$ cat src/verilog/drive_pkg.sv
// constants and types shared by the stepper drive configuration logic
//
// Contract
// - switch8 on: resolution 200*2^n, n=0 software
// - switch8 off: index picks 1000..25000 table
// - switches 1-3 select current, 0 is software
// - reduce to 60% after 0.4 s idle
// - switch four on enables standstill reduction
// - two switch-four changes in 1 s start selftest
// - fault lights alarm, frees shaft, holds until reset
package drive_pkg;

   // clock rate and documented times
   localparam int unsigned CLK_HZ = 25000000;
   localparam int unsigned STANDSTILL_MS = 400;
   localparam int unsigned SELFTEST_WINDOW_MS = 1000;
   localparam int unsigned STANDSTILL_CYCLES = CLK_HZ / 1000 * STANDSTILL_MS;
   localparam int unsigned SELFTEST_CYCLES =
      CLK_HZ / 1000 * SELFTEST_WINDOW_MS;
   localparam int unsigned CNT_W = 25;

   // resolution tables, steps per revolution
   localparam logic [15:0] RES_BASE = 16'h00c8;
   localparam logic [15:0] RES_TABLE_B [8] = '{16'h03e8, 16'h07d0,
      16'h0fa0, 16'h1388, 16'h1f40, 16'h2710, 16'h4e20, 16'h61a8};

   // current table in tenths of an ampere, code 0 unused
   localparam logic [7:0] CUR_TABLE [8] = '{8'h00, 8'h20, 8'h28,
      8'h31, 8'h39, 8'h40, 8'h49, 8'h53};
   localparam logic [7:0] CUR_MIN = 8'h05;
   localparam logic [7:0] CUR_MAX = 8'h53;
   localparam logic [15:0] REDUCE_PCT = 16'h003c;
   localparam logic [15:0] PCT_FULL = 16'h0064;

   // register byte offsets
   localparam logic [7:0] OFS_CTRL = 8'h00;
   localparam logic [7:0] OFS_STATUS = 8'h04;
   localparam logic [7:0] OFS_RES = 8'h08;
   localparam logic [7:0] OFS_CUR = 8'h0c;
   localparam logic [7:0] OFS_POS = 8'h10;
   localparam logic [7:0] OFS_INT_STAT = 8'h14;
   localparam logic [7:0] OFS_INT_CLR = 8'h18;
   localparam logic [7:0] OFS_INT_EN = 8'h1c;

   // field positions and reset values
   localparam int unsigned CTRL_CUR_LSB = 16;
   localparam logic [15:0] SW_RES_RST = 16'h0190;
   localparam logic [7:0] SW_CUR_RST = 8'h20;
   localparam int unsigned INT_SELFTEST = 0;
   localparam int unsigned INT_FAULT = 1;
   localparam int unsigned INT_REDUCE = 2;
   localparam logic [1:0] RESP_OKAY = 2'h0;
   localparam logic [1:0] RESP_SLVERR = 2'h2;

   // synchronised pin bundle, sw[0] is switch one, high means on
   typedef struct packed {
      logic fault;
      logic enable;
      logic dir;
      logic step;
      logic [7:0] sw;
   } pins_t;

   // whole state of the drive configuration block
   typedef struct packed {
      logic awready;
      logic wready;
      logic aw_got;
      logic w_got;
      logic [7:0] awaddr;
      logic [31:0] wdata;
      logic [3:0] wstrb;
      logic bvalid;
      logic [1:0] bresp;
      logic arready;
      logic rvalid;
      logic [31:0] rdata;
      logic [1:0] rresp;
      logic step_prev;
      logic sw4_prev;
      logic [CNT_W-1:0] idle_cnt;
      logic [CNT_W-1:0] win_cnt;
      logic win_run;
      logic reduced;
      logic selftest;
      logic fault;
      logic drive_off;
      logic alarm;
      logic [31:0] position;
      logic [15:0] steps;
      logic [7:0] cur_sel;
      logic [7:0] cur_out;
      logic [15:0] sw_res;
      logic [7:0] sw_cur;
      logic [2:0] int_stat;
      logic [2:0] int_en;
      logic irq;
   } state_t;

endpackage

$ cat src/verilog/sync2.sv
// two flip-flop synchroniser for a bundle of pin levels
`timescale 1ns/1ps
module sync2 #(
   parameter int WIDTH = 1
) (
   input wire logic aclk, // system clock
   input wire logic aresetn, // synchronous reset, active low
   input wire logic [WIDTH-1:0] d, // asynchronous pin levels
   output logic [WIDTH-1:0] q // levels safe to use on aclk
);
   logic [WIDTH-1:0] meta_q; // first stage, read by q only

   // two stages; nothing but the second stage looks at the first
   always_ff @(posedge aclk) begin
      if (!aresetn) begin
         meta_q <= '0;
         q <= '0;
      end else begin
         meta_q <= d;
         q <= meta_q;
      end
   end
endmodule

$ cat src/verilog/stepper_drive_switch_config.sv
// switch decode, standstill reduction, selftest trigger and fault logic
`timescale 1ns/1ps
module stepper_drive_switch_config
   import drive_pkg::*;
#(
   parameter int unsigned IDLE_CYCLES = STANDSTILL_CYCLES,
   parameter int unsigned WINDOW_CYCLES = SELFTEST_CYCLES
) (
   input wire logic aclk, // system clock, 25 MHz
   input wire logic aresetn, // synchronous reset, active low
   input wire logic step_pulse_in, // step command, rising edge steps
   input wire logic direction_in, // high counts up
   input wire logic drive_enable_in, // high enables the drive
   input wire logic fault_in, // power stage fault level, high
   input wire logic current_select_bit0, // switch one
   input wire logic current_select_bit1, // switch two
   input wire logic current_select_bit2, // switch three
   input wire logic standstill_and_selftest_switch, // switch four
   input wire logic microstep_select_bit0, // switch five
   input wire logic microstep_select_bit1, // switch six
   input wire logic microstep_select_bit2, // switch seven
   input wire logic microstep_table_select, // switch eight
   input wire logic [7:0] s_axi_awaddr, // write address
   input wire logic s_axi_awvalid, // write address valid
   output logic s_axi_awready, // write address ready
   input wire logic [31:0] s_axi_wdata, // write data
   input wire logic [3:0] s_axi_wstrb, // write byte strobes
   input wire logic s_axi_wvalid, // write data valid
   output logic s_axi_wready, // write data ready
   output logic [1:0] s_axi_bresp, // write response
   output logic s_axi_bvalid, // write response valid
   input wire logic s_axi_bready, // write response ready
   input wire logic [7:0] s_axi_araddr, // read address
   input wire logic s_axi_arvalid, // read address valid
   output logic s_axi_arready, // read address ready
   output logic [31:0] s_axi_rdata, // read data
   output logic [1:0] s_axi_rresp, // read response
   output logic s_axi_rvalid, // read data valid
   input wire logic s_axi_rready, // read data ready
   output logic irq, // level, enabled status bit set
   output logic alarm_led, // lit while in fault
   output logic drive_off, // high frees the motor shaft
   output logic [15:0] steps_per_rev, // active microstep resolution
   output logic [7:0] motor_current, // current command, 0.1 A units
   output logic current_reduced, // standstill reduction active
   output logic selftest_start, // one-cycle selftest request
   output logic [31:0] position // commanded position in microsteps
);

   pins_t pin_s; // synchronised pins
   state_t st_q; // registered state
   state_t st_d; // next state
   logic step_rise; // step pulse edge
   logic [2:0] res_idx; // resolution index from switches
   logic [2:0] cur_code; // current code from switches
   logic sw4; // switch four level
   logic aw_now; // write address present this cycle
   logic w_now; // write data present this cycle

   // every pin is a foreign level, so all pass two flops first
   sync2 #(
      .WIDTH($bits(pins_t))
   ) u_sync (
      .aclk(aclk),
      .aresetn(aresetn),
      .d({fault_in, drive_enable_in, direction_in, step_pulse_in,
         microstep_table_select, microstep_select_bit2,
         microstep_select_bit1, microstep_select_bit0,
         standstill_and_selftest_switch, current_select_bit2,
         current_select_bit1, current_select_bit0}),
      .q(pin_s)
   );

   // merge a written word into a register under byte strobes
   function automatic logic [31:0] merge(input logic [31:0] old,
      input logic [31:0] val, input logic [3:0] strb);
      logic [31:0] r;
      r = old;
      for (int i = 0; i < 4; i++) begin
         if (strb[i]) begin
            r[i*8 +: 8] = val[i*8 +: 8];
         end
      end
      return r;
   endfunction

   // sixty percent of a current value
   function automatic logic [7:0] reduce(input logic [7:0] c);
      logic [15:0] p;
      p = ({8'h00, c} * REDUCE_PCT) / PCT_FULL;
      return p[7:0];
   endfunction

   // decoded switch fields; an off switch adds to the index
   assign step_rise = pin_s.step & ~st_q.step_prev;
   assign res_idx = ~pin_s.sw[6:4];
   assign cur_code = pin_s.sw[2:0];
   assign sw4 = pin_s.sw[3];
   assign aw_now = st_q.aw_got | (s_axi_awvalid & st_q.awready);
   assign w_now = st_q.w_got | (s_axi_wvalid & st_q.wready);

   // next-state logic for the whole block
   always_comb begin
      logic [31:0] ctrl_word;
      logic [7:0] sw_cur_w;
      logic [2:0] ev;
      logic [2:0] clr;
      ctrl_word = {8'h00, st_q.sw_cur, st_q.sw_res};
      sw_cur_w = 8'h00;
      ev = 3'h0;
      clr = 3'h0;
      st_d = st_q;
      st_d.selftest = 1'b0;
      st_d.step_prev = pin_s.step;
      st_d.sw4_prev = sw4;

      // resolution decode, table chosen by switch eight
      if (pin_s.sw[7]) begin
         if (res_idx == 3'h0) begin
            st_d.steps = st_q.sw_res;
         end else begin
            st_d.steps = RES_BASE << res_idx;
         end
      end else begin
         st_d.steps = RES_TABLE_B[res_idx];
      end

      // operating current decode
      if (cur_code == 3'h0) begin
         st_d.cur_sel = st_q.sw_cur;
      end else begin
         st_d.cur_sel = CUR_TABLE[cur_code];
      end

      // standstill timer; a step or switch four off restores current
      if (step_rise || !sw4) begin
         st_d.idle_cnt = '0;
         st_d.reduced = 1'b0;
      end else if (!st_q.reduced) begin
         if (st_q.idle_cnt >= CNT_W'(IDLE_CYCLES - 1)) begin
            st_d.reduced = 1'b1;
            ev[INT_REDUCE] = 1'b1;
         end else begin
            st_d.idle_cnt = st_q.idle_cnt + 1'b1;
         end
      end

      // current command, scaled while reduced, zero in fault
      if (st_q.fault) begin
         st_d.cur_out = 8'h00;
      end else if (st_q.reduced) begin
         st_d.cur_out = reduce(st_q.cur_sel);
      end else begin
         st_d.cur_out = st_q.cur_sel;
      end

      // double toggle detector on switch four
      if (st_q.win_run) begin
         if (st_q.win_cnt >= CNT_W'(WINDOW_CYCLES - 1)) begin
            st_d.win_run = 1'b0; // window closed, toggle forgotten
         end else begin
            st_d.win_cnt = st_q.win_cnt + 1'b1;
         end
      end
      if (sw4 != st_q.sw4_prev) begin
         if (st_q.win_run) begin
            st_d.win_run = 1'b0;
            st_d.selftest = 1'b1;
            ev[INT_SELFTEST] = 1'b1;
         end else begin
            st_d.win_run = 1'b1;
            st_d.win_cnt = '0;
         end
      end

      // fault is sticky until reset, the only way out
      if (pin_s.fault && !st_q.fault) begin
         st_d.fault = 1'b1;
         ev[INT_FAULT] = 1'b1;
      end
      st_d.alarm = st_d.fault;
      st_d.drive_off = st_d.fault | ~pin_s.enable;

      // position follows steps while enabled and healthy
      if (step_rise && pin_s.enable && !st_q.fault) begin
         if (pin_s.dir) begin
            st_d.position = st_q.position + 32'h1;
         end else begin
            st_d.position = st_q.position - 32'h1;
         end
      end

      // write channel: address and data taken in either order
      if (s_axi_awvalid && st_q.awready) begin
         st_d.aw_got = 1'b1;
         st_d.awaddr = s_axi_awaddr;
      end
      if (s_axi_wvalid && st_q.wready) begin
         st_d.w_got = 1'b1;
         st_d.wdata = s_axi_wdata;
         st_d.wstrb = s_axi_wstrb;
      end
      if (st_q.bvalid && s_axi_bready) begin
         st_d.bvalid = 1'b0;
      end
      if (aw_now && w_now && !st_q.bvalid) begin
         st_d.aw_got = 1'b0;
         st_d.w_got = 1'b0;
         st_d.bvalid = 1'b1;
         st_d.bresp = RESP_OKAY;
         case (st_d.awaddr)
            OFS_CTRL: begin
               ctrl_word = merge(ctrl_word, st_d.wdata, st_d.wstrb);
               st_d.sw_res = ctrl_word[15:0];
               sw_cur_w = ctrl_word[CTRL_CUR_LSB +: 8];
               // clamp software current into the legal span
               if (sw_cur_w < CUR_MIN) begin
                  st_d.sw_cur = CUR_MIN;
               end else if (sw_cur_w > CUR_MAX) begin
                  st_d.sw_cur = CUR_MAX;
               end else begin
                  st_d.sw_cur = sw_cur_w;
               end
            end
            OFS_INT_CLR: begin
               if (st_d.wstrb[0]) begin
                  clr = st_d.wdata[2:0];
               end
            end
            OFS_INT_EN: begin
               if (st_d.wstrb[0]) begin
                  st_d.int_en = st_d.wdata[2:0];
               end
            end
            OFS_STATUS, OFS_RES, OFS_CUR, OFS_POS, OFS_INT_STAT: begin
               st_d.bresp = RESP_OKAY; // read-only, write ignored
            end
            default: begin
               st_d.bresp = RESP_SLVERR; // unmapped
            end
         endcase
      end
      st_d.awready = ~st_d.aw_got & ~st_d.bvalid;
      st_d.wready = ~st_d.w_got & ~st_d.bvalid;

      // read channel: one-cycle answer from the current state
      if (st_q.rvalid && s_axi_rready) begin
         st_d.rvalid = 1'b0;
      end
      if (s_axi_arvalid && st_q.arready) begin
         st_d.rvalid = 1'b1;
         st_d.rresp = RESP_OKAY;
         case (s_axi_araddr)
            OFS_CTRL: st_d.rdata = ctrl_word;
            OFS_STATUS: begin
               st_d.rdata = {27'h0, st_q.win_run, sw4, pin_s.enable,
                  st_q.reduced, st_q.fault};
            end
            OFS_RES: st_d.rdata = {16'h0, st_q.steps};
            OFS_CUR: st_d.rdata = {16'h0, st_q.cur_sel, st_q.cur_out};
            OFS_POS: st_d.rdata = st_q.position;
            OFS_INT_STAT: st_d.rdata = {29'h0, st_q.int_stat};
            OFS_INT_EN: st_d.rdata = {29'h0, st_q.int_en};
            OFS_INT_CLR: st_d.rdata = 32'h0; // write-only
            default: begin
               st_d.rdata = 32'h0;
               st_d.rresp = RESP_SLVERR;
            end
         endcase
      end
      st_d.arready = ~st_d.rvalid;

      // sticky events; a set in the clearing cycle wins
      st_d.int_stat = (st_q.int_stat & ~clr) | ev;
      st_d.irq = |(st_d.int_stat & st_d.int_en);
   end

   // single state register
   always_ff @(posedge aclk) begin
      if (!aresetn) begin
         st_q <= '0;
         st_q.awready <= 1'b1;
         st_q.wready <= 1'b1;
         st_q.arready <= 1'b1;
         st_q.drive_off <= 1'b1; // shaft free until enable is seen
         st_q.steps <= SW_RES_RST;
         st_q.sw_res <= SW_RES_RST;
         st_q.sw_cur <= SW_CUR_RST;
         st_q.cur_sel <= SW_CUR_RST;
      end else begin
         st_q <= st_d;
      end
   end

   // outputs straight from the state register
   assign s_axi_awready = st_q.awready;
   assign s_axi_wready = st_q.wready;
   assign s_axi_bvalid = st_q.bvalid;
   assign s_axi_bresp = st_q.bresp;
   assign s_axi_arready = st_q.arready;
   assign s_axi_rvalid = st_q.rvalid;
   assign s_axi_rdata = st_q.rdata;
   assign s_axi_rresp = st_q.rresp;
   assign irq = st_q.irq;
   assign alarm_led = st_q.alarm;
   assign drive_off = st_q.drive_off;
   assign steps_per_rev = st_q.steps;
   assign motor_current = st_q.cur_out;
   assign current_reduced = st_q.reduced;
   assign selftest_start = st_q.selftest;
   assign position = st_q.position;

   // checks on the decode and supervision behaviour
   property p_res_power;
      @(posedge aclk) disable iff (!aresetn)
      (pin_s.sw[7] && res_idx != 3'h0) |=>
         steps_per_rev == (RES_BASE << $past(res_idx));
   endproperty
   a_res_power: assert property (p_res_power)
      else $error("power-of-two resolution wrong");

   property p_res_table;
      @(posedge aclk) disable iff (!aresetn)
      !pin_s.sw[7] |=> steps_per_rev == RES_TABLE_B[$past(res_idx)];
   endproperty
   a_res_table: assert property (p_res_table)
      else $error("decimal resolution wrong");

   property p_cur_table;
      @(posedge aclk) disable iff (!aresetn)
      cur_code != 3'h0 |=> st_q.cur_sel == CUR_TABLE[$past(cur_code)];
   endproperty
   a_cur_table: assert property (p_cur_table)
      else $error("current code decode wrong");

   property p_reduce_level;
      @(posedge aclk) disable iff (!aresetn)
      (current_reduced && !st_q.fault) |=>
         motor_current == reduce($past(st_q.cur_sel));
   endproperty
   a_reduce_level: assert property (p_reduce_level)
      else $error("reduced current not sixty percent");

   property p_step_restores;
      @(posedge aclk) disable iff (!aresetn)
      step_rise |=> !current_reduced ##1 !current_reduced;
   endproperty
   a_step_restores: assert property (p_step_restores)
      else $error("step did not restore full current");

   property p_sw4_off_full;
      @(posedge aclk) disable iff (!aresetn)
      !sw4 |=> !current_reduced;
   endproperty
   a_sw4_off_full: assert property (p_sw4_off_full)
      else $error("reduction active with switch four off");

   property p_selftest_cause;
      @(posedge aclk) disable iff (!aresetn)
      selftest_start |-> $past(st_q.win_run) && $past(sw4 != st_q.sw4_prev);
   endproperty
   a_selftest_cause: assert property (p_selftest_cause)
      else $error("selftest without double toggle");

   property p_fault_holds;
      @(posedge aclk) disable iff (!aresetn)
      st_q.fault |=> (alarm_led && drive_off && st_q.fault)[*3];
   endproperty
   a_fault_holds: assert property (p_fault_holds)
      else $error("fault released or shaft driven");

   property p_position_step;
      @(posedge aclk) disable iff (!aresetn)
      (step_rise && pin_s.enable && !st_q.fault) |=>
         position == $past(position) + ($past(pin_s.dir) ? 32'h1 : -32'h1);
   endproperty
   a_position_step: assert property (p_position_step)
      else $error("position did not follow step");

   c_selftest: cover property (@(posedge aclk) disable iff (!aresetn)
      selftest_start);
   c_reduced: cover property (@(posedge aclk) disable iff (!aresetn)
      $rose(current_reduced));
   c_fault_irq: cover property (@(posedge aclk) disable iff (!aresetn)
      st_q.fault ##1 irq);
   c_write: cover property (@(posedge aclk) disable iff (!aresetn)
      s_axi_bvalid && s_axi_bready);
endmodule

$ cat config.mk
export PLATFORM = sky130hd
export DESIGN_NAME = stepper_drive_switch_config
export DESIGN_NICKNAME = d
export VERILOG_FILES = /design/src/verilog/drive_pkg.sv /design/src/verilog/sync2.sv /design/src/verilog/stepper_drive_switch_config.sv
export SDC_FILE = /design/constraint.sdc
export NUM_CORES = 1
export LEC_CHECK = 0
export BUFFER_PORTS_ARGS = -buffer_cell sky130_fd_sc_hd__buf_2
export CELL_PAD_IN_SITES_DETAIL_PLACEMENT = 1
export CELL_PAD_IN_SITES_GLOBAL_PLACEMENT = 2
export CORE_ASPECT_RATIO = 0.75
export CORE_UTILIZATION = 39
export CTS_CLUSTER_DIAMETER = 40
export DETAILED_ROUTE_END_ITERATION = 16
export PLACE_DENSITY_LB_ADDON = 0.1
export REMOVE_ABC_BUFFERS = 1
export SLEW_MARGIN = 0
export SYNTH_ARGS = -nofsm -noshare
export SYNTH_HDL_FRONTEND = slang
export SYNTH_SLANG_ARGS = --single-unit
$ cat constraint.sdc
create_clock -name aclk -period 11.9 [get_ports aclk]
set_input_delay 1.19 -clock aclk [delete_from_list [all_inputs] [get_ports aclk]]
set_output_delay 1.19 -clock aclk [all_outputs]
set_load 0.1 [all_outputs]
==> results.ini, run 1 <==
[status]
status = complete, no violations

[sta]
fin_crit_sh_pct = 68.0
slew_headroom_pct = 27.2
final-setup-viol-count = 0
period_needed_ns = 8.09
hold_viol = 0
fmax_mhz = 124
holdWs_ns = 0.414
worstMarginPinSlew_ns = 1.09
rsz0062_at_grt = false
slew_violations = 0
skew_ns = 0.0383
tns_ns = 0

[power]
clkPwrFrac_pct = 42.0
power_density_nw_per_um2 = 182
p_sw_mw = 1.11
seq_power_share_pct = 29.5
p_int_mw = 2.06
p_leak_nw = 7.05
switching_share_pct = 35.0
vdd_ir_drop_max_uv = 133
power_frac_comb_pct = 28.6

[worst_setup_path]
required_ns = 12.32
cpPeakStageDelay_ns = 0.74
r2r_end = motor_current[0]
start_kind = flop
cp_max_fo = 14
path_cells = inv_1 -> fa_1 -> fa_1 -> inv_1 -> ha_1 -> a21o_1 -> a22oi_1 -> a21oi_2 -> xnor2_1 -> nor3_1 -> o21ai_1 -> a31oi_1 -> a211oi_2 -> a31oi_1 -> o21bai_2 -> o31ai_1 -> nor3_1 -> or2_0 -> a211oi_1 -> o31a_1 -> o211a_1 -> o21a_1 -> o311ai_1
crit_type = flop to flop
end_kind = flop
rr_worst_depth = 23
arrival_ns = 8.51
r2r_start = st_q[44]
cpMaxStageDelayCell = xnor2_1
rrSetupSlack_ns = 3.81

[die]
fp-row-count = 62
coreArea_um2 = 38400
io_pins = 173
die_area_um2 = 39900
initial_utilization_pct = 39.7
die_w_um = 230
die_h_um = 173

[clock_network]
clk_latency_ns = 0.56
hold_buffers = 0
post_cts_buffers = 0
clk_root_buffer_cell = clkbuf_16
h-tree-depth = 2
clk_pin_slew_ns = 0.06
clk_path_buf_depth = 3
cts_buffers = 42
cts_tree = built
clock_sinks = 261
ctsResizeCount = 0

[final_layout]
layout_common_cells = dfxtp_1 (261), buf_2 (169), nand2_1 (155)
design_area_um2 = 17400
syn_to_final_growth_pct = 13.8
final_nets = 1980
fin_cells = 2385
drive_gt1_share_pct = 16.8
layout_commonest_cell = dfxtp_1
fillers = 4530

[flow_run]
cap_violations = 0

[placed_design]
placedCellCount = 2307
placed_area_um2 = 15800
port_buffers = 170
gp_congestion = 0.891
hpwl_um = 34900

[min_path]
hold_path_end = u_sync.q[8]
hold_path.class = flop to flop
holdPathStages = 1
worstHoldStart = u_sync.meta_q[8]

[route]
postRouteAntennaNets = 0
drt_wl_total_um = 47600
num_vias = 13076
dr.pass1.iters = 5
drt_iter0_markers = 919
vias_per_cell = 5.48
drc = 0
routedWlPerCell_um = 19.9

[global_routing]
overflow = 0
grt_pass1_wl_um = 75100
antenna_found_initial = 2
grt_usage_pct = 23.6
grt_max_degree = 74
grt_pass1_vias = 13231

[logic_synthesis]
netlist_instances = 1790
yosysUniqueCellTypes = 106
ys.flop_type = dfxtp_1
synth_top_family_by_area = simple AND/OR/NAND/NOR gates
netlist_top_cells_area = dfxtp_1 (34%), buf_4 (4.6%), ha_1 (4.6%), nand2_1 (3.8%), nor2b_1 (3.7%)
netlist_area_um2 = 15300
synth.avg_cell_area_um2 = 8.53
yosys.area.top_type = dfxtp_1
synth_fa_ha_area_share_pct = 6.43
synth_edf_count = 0
synthArstFlopShare_pct = 0
synth_simple_gate_area_share_pct = 21.3
synth_mux_area_share_pct = 3.69
synth_seq_area_share_pct = 34.2
yosys.area.top_type_share_pct = 34.2
synth-xor-area-share_pct = 4.99
yosys_warnings = 0
synth_compound_area_share_pct = 21.0
ys_ff_latch = 261

## per-layer routing
| layer | track usage, % | share of wire [%] | up-vias |
|---|---|---|---|
| met1 | 34.3 | 50 | 6378 |
| li1 | - | - | 6341 |
| met5 | 0 | 0.036 | - |
| met3 | 4.67 | 5.6 | 65 |
| met2 | 35.3 | 42 | 290 |
| met4 | 6.24 | 2.1 | 2 |
## registers in the layout, indices dropped and copies added, names as in the netlist, 8 cells and up
register       count
motor_current      8
position          32
steps_per_rev     16
st_q             137
u_sync.meta_q     12
u_sync.q          12
s_axi_rdata       32
## power by group through the flow
stage	sequential, mW	combinational [mW]	clock [mW]
floorplan	1.02	0.610	0
global placement	0.952	0.877	0
detailed placement	0.953	0.888	0
CTS	0.935	0.892	1.36
global route	0.938	0.975	1.40
finish	0.934	0.905	1.33
## through the flow
stage | total power, mW | setup WS (ns) | util, %
2_1_floorplan | 1.63 | 4.81 | -
5_1_grt | 3.32 | 3.19 | 45.2
3_3_place_gp | 1.83 | 4.27 | 41.2
6_report | 3.17 | 3.81 | 45.2
4_1_cts | 3.19 | 3.99 | 45.2
3_5_place_dp | 1.84 | 4.07 | 41.2
## cells in the mapped netlist (18+ instances only)
cell type  count
and2_1        79
buf_4         94
nand3_1       41
a21boi_0      21
ha_1          56
a21oi_1       66
inv_1         54
nand4_1       20
clkbuf_1      73
a31oi_1       19
nand2_1      156
mux2i_1       45
a211oi_1      19
o21ai_0      104
or3_1         18
nor2b_1       91
dfxtp_1      261
nor3_1        31
xor2_1        40
nor2_1       138
xnor2_1       42
a22oi_1       46
## kinds of logic after synthesis
logic type / count (synthesis)
multiplexers: 53
XOR/XNOR: 84
other: 1
buffers and inverters: 236
AO/OA/AOI/OAI: 444
AND/OR/NAND/NOR: 641
flip-flops: 261
adder cells (fa/ha/maj): 70
## worst max-delay path, delay by kind of cell, from the launching register on
kind,cells,cell delay (ns)
buffers and inverters,2,0.20
adder cells (fa/ha/maj),3,1.40
XOR/XNOR,1,0.74
flip-flops,1,0.51
AO/OA/AOI/OAI,14,4.05
AND/OR/NAND/NOR,3,1.04
## worst max-delay path by stage
stage | startpoint | to | slack, ns | depth (start not counted)
final | st_q[44] | motor_current[0] | 3.81 | 23
after global routing | st_q[44] | motor_current[0] | 3.19 | 23
after CTS | st_q[44] | motor_current[0] | 3.99 | 23
after detailed placement | st_q[44] | motor_current[0] | 4.07 | 23
after global placement | st_q[44] | motor_current[0] | 4.27 | 22
after floorplan | st_q[44] | motor_current[0] | 4.81 | 23
## area by class of cell
class                   instances  area, µm²  share of cell area [%]
clock inverters                26        404                    2.33
well taps                     512        641                    3.69
inverters                      54        203                    1.17
clock buffers                  51       1120                    6.48
flip-flops and latches        261       5230                    30.1
multi-input cells            1294       8800                    50.6
diodes                          1       2.50                  0.0144
repair buffers                186        973                    5.60
No activity file was read; power rests on OpenSTA's default activity.
==> inputs of run 2 (changes only) <==
--- a/config.mk
+++ b/config.mk
@@ -5,11 +5,12 @@
 export SDC_FILE = /design/constraint.sdc
 export NUM_CORES = 1
 export LEC_CHECK = 0
+export ABC_AREA = 1
 export BUFFER_PORTS_ARGS = -buffer_cell sky130_fd_sc_hd__buf_2
 export CELL_PAD_IN_SITES_DETAIL_PLACEMENT = 1
 export CELL_PAD_IN_SITES_GLOBAL_PLACEMENT = 2
 export CORE_ASPECT_RATIO = 0.75
-export CORE_UTILIZATION = 39
+export CORE_UTILIZATION = 30
 export CTS_CLUSTER_DIAMETER = 40
 export DETAILED_ROUTE_END_ITERATION = 16
 export PLACE_DENSITY_LB_ADDON = 0.1
==> constraint.sdc (replaced) <==
create_clock -name aclk -period 7.2 [get_ports aclk]
set_input_delay 0.72 -clock aclk [delete_from_list [all_inputs] [get_ports aclk]]
set_output_delay 0.72 -clock aclk [all_outputs]
set_load 0.1 [all_outputs]
==> results.ini, run 2 <==
[worst_setup_path]
arrival_ns = 6.73
rr_worst_depth = 47
cp_max_fo = 7
cpPeakStageDelay_ns = 0.53
cp_common_cell = nand2_1
path_buf_inv = 5
required_ns = 7.67
cpMaxStageDelayCell = fa_1
rrSetupSlack_ns = 0.94
start_kind = flop
cp_top_family = simple AND/OR/NAND/NOR gates
r2r_end = motor_current[0]
end_kind = flop
cp_num_cells = 47
crit_type = flop to flop
r2r_start = st_q[42]

[global_routing]
grt_usage_pct = 20.1
grt_max_degree = 72
antenna_found_initial = 3
overflow = 0
grt_pass1_vias = 14018
grt_pass1_wl_um = 79800

[sta]
period_needed_ns = 6.26
fin_crit_sh_pct = 86.9
slew_violations = 0
worstMarginPinSlew_ns = 1.07
slew_headroom_pct = 28.5
tns_ns = 0
fmax_mhz = 160
final-setup-viol-count = 0
rsz0062_at_grt = false
skew_ns = 0.0308
hold_viol = 0

[logic_synthesis]
yosysUniqueCellTypes = 60
ys.flop_type = dfxtp_1
ys_ff_latch = 261
netlist_area_um2 = 15000
yosys.area.top_type = dfxtp_1
synth_edf_count = 0
synthArstFlopShare_pct = 0
synth.avg_cell_area_um2 = 7.15
netlist_instances = 2104
synth_seq_area_share_pct = 34.7
netlist_top_cells_area = dfxtp_1 (35%), nand2_1 (8.8%), inv_1 (8.2%), nor2_1 (5.7%), a21oi_1 (4.9%)
yosys_warnings = 0
post-synth-top-count-cell = nand2_1
yosys-top-cells-count = nand2_1 (354), inv_1 (328), dfxtp_1 (261), nor2_1 (227), a21oi_1 (146)
yosys.area.top_type_share_pct = 34.7

[die]
die_area_um2 = 51100
coreArea_um2 = 49100
die_h_um = 196
die_w_um = 261
initial_utilization_pct = 30.6
fp-row-count = 70
io_pins = 173

[clock_network]
clk_pin_slew_ns = 0.05
hold_buffers = 0
ctsResizeCount = 0
clk_path_buf_depth = 3
cts_tree = built
clock_sinks = 261
clk_root_buffer_cell = clkbuf_16
h-tree-depth = 2
cts_buffers = 52
clk_latency_ns = 0.59
post_cts_buffers = 0

[power]
p_leak_nw = 8.27
power.total_mw = 5.55
power_density_nw_per_um2 = 313
vdd_ir_drop_max_uv = 174

[final_layout]
largest_reg_flops = 137
syn_to_final_growth_pct = 17.8
antenna_cells = 0
top_register = st_q
final_nets = 2338
fillers = 6114
layout_commonest_cell = nand2_1
drive_gt1_share_pct = 16.0
layout_common_cells = nand2_1 (353), inv_1 (328), dfxtp_1 (261)

[route]
postRouteAntennaNets = 0
routedWlPerCell_um = 17.7
drt_wl_total_um = 51000
dr.pass1.iters = 11
drc = 22
vias_per_cell = 4.78
drt_iter0_markers = 764
num_vias = 13807

[min_path]
worstHoldStart = current_select_bit2
hold_path_end = u_sync.meta_q[2]
hold_path.class = input port to flop
holdPathStages = 3

[placed_design]
gp_congestion = 0.828
hpwl_um = 38300
port_buffers = 170

[status]
violations = design-rule violations
status = complete, but fails checks

[flow_run]
cap_violations = 0

## run 2: changes by cell type after synthesis, sizes merged, moves of 18 or more
cell    before  now
o21ai      108  151
and2        79    1
a22oi       46    2
a21oi       70  148
or3         18    0
inv         54  337
xnor2       43   14
nand3       42   82
nor2       138  234
clkbuf      73   46
nand2      157  390
a21boi      24    0
nor2b       91    0
## run 2: logic make-up (layout without fill, tap and decap cells)
family / after synthesis / after routing / share of synthesized area (%)
flip-flops: 261 / 261 / 34.7
AND/OR/NAND/NOR: 809 / 809 / 24.2
adder cells (fa/ha/maj): 70 / 70 / 6.52
buffers and inverters: 487 / 620 / 14.4
XOR/XNOR: 48 / 48 / 2.79
other: 1 / 2 / 0.0249
AO/OA/AOI/OAI: 386 / 386 / 14.5
multiplexers: 42 / 42 / 2.79
## run 2: tightest hold or removal path: stages
cell	delay, ns
buf_2	0.08
nand2_1	0.04
inv_1	0.04
## run 2: metal layers
metal,vias to the layer above,GRT usage (%),routed length (µm)
met5,-,0,37
li1,6927,-,-
met4,6,5.87,1230
met2,223,29.3,20800
met3,79,3.86,2250
met1,6572,29.6,26700
## run 2: how the worst max path moves through the flow
| stage | startpoint | end | slack, ns |
|---|---|---|---|
| floorplan | st_q[44] | motor_current[0] | 1.87 |
| global placement | st_q[42] | motor_current[0] | 1.08 |
| detailed placement | st_q[42] | motor_current[0] | 0.93 |
| CTS | st_q[42] | motor_current[0] | 0.88 |
| global route | st_q[42] | motor_current[0] | 0.19 |
| finish | st_q[42] | motor_current[0] | 0.94 |
## run 2: cell type report
cell class | count | area, µm² | area share (%)
Tap cell | 648 | 811 | 4.57
Clock buffer | 61 | 1400 | 7.88
Clock inverter | 34 | 385 | 2.17
Inverter | 341 | 1280 | 7.23
Timing Repair Buffer | 184 | 956 | 5.39
Sequential cell | 261 | 5230 | 29.5
Multi-Input combinational cell | 1357 | 7670 | 43.3
## run 2: metrics by stage
stage / cells / hold WS [ns] / cell area, µm² / worst slack (ns) / utilization, %
global placement: 2791 / 0.402 / 15900 / 1.08 / 32.5
CTS: 2886 / 0.283 / 17700 / 0.884 / 36.1
global route: 2886 / 0.309 / 17700 / 0.193 / 36.1
floorplan: 1959 / 0.390 / 14200 / 1.87 / -
finish: 2886 / 0.309 / 17700 / 0.943 / 36.1
detailed placement: 2791 / 0.399 / 15900 / 0.932 / 32.5
## run 2: power by group
part / switching, mW / internal (mW)
combinational: 1.07 / 0.472
sequential: 0.0323 / 1.51
clock: 0.887 / 1.58
total: 1.99 / 3.56
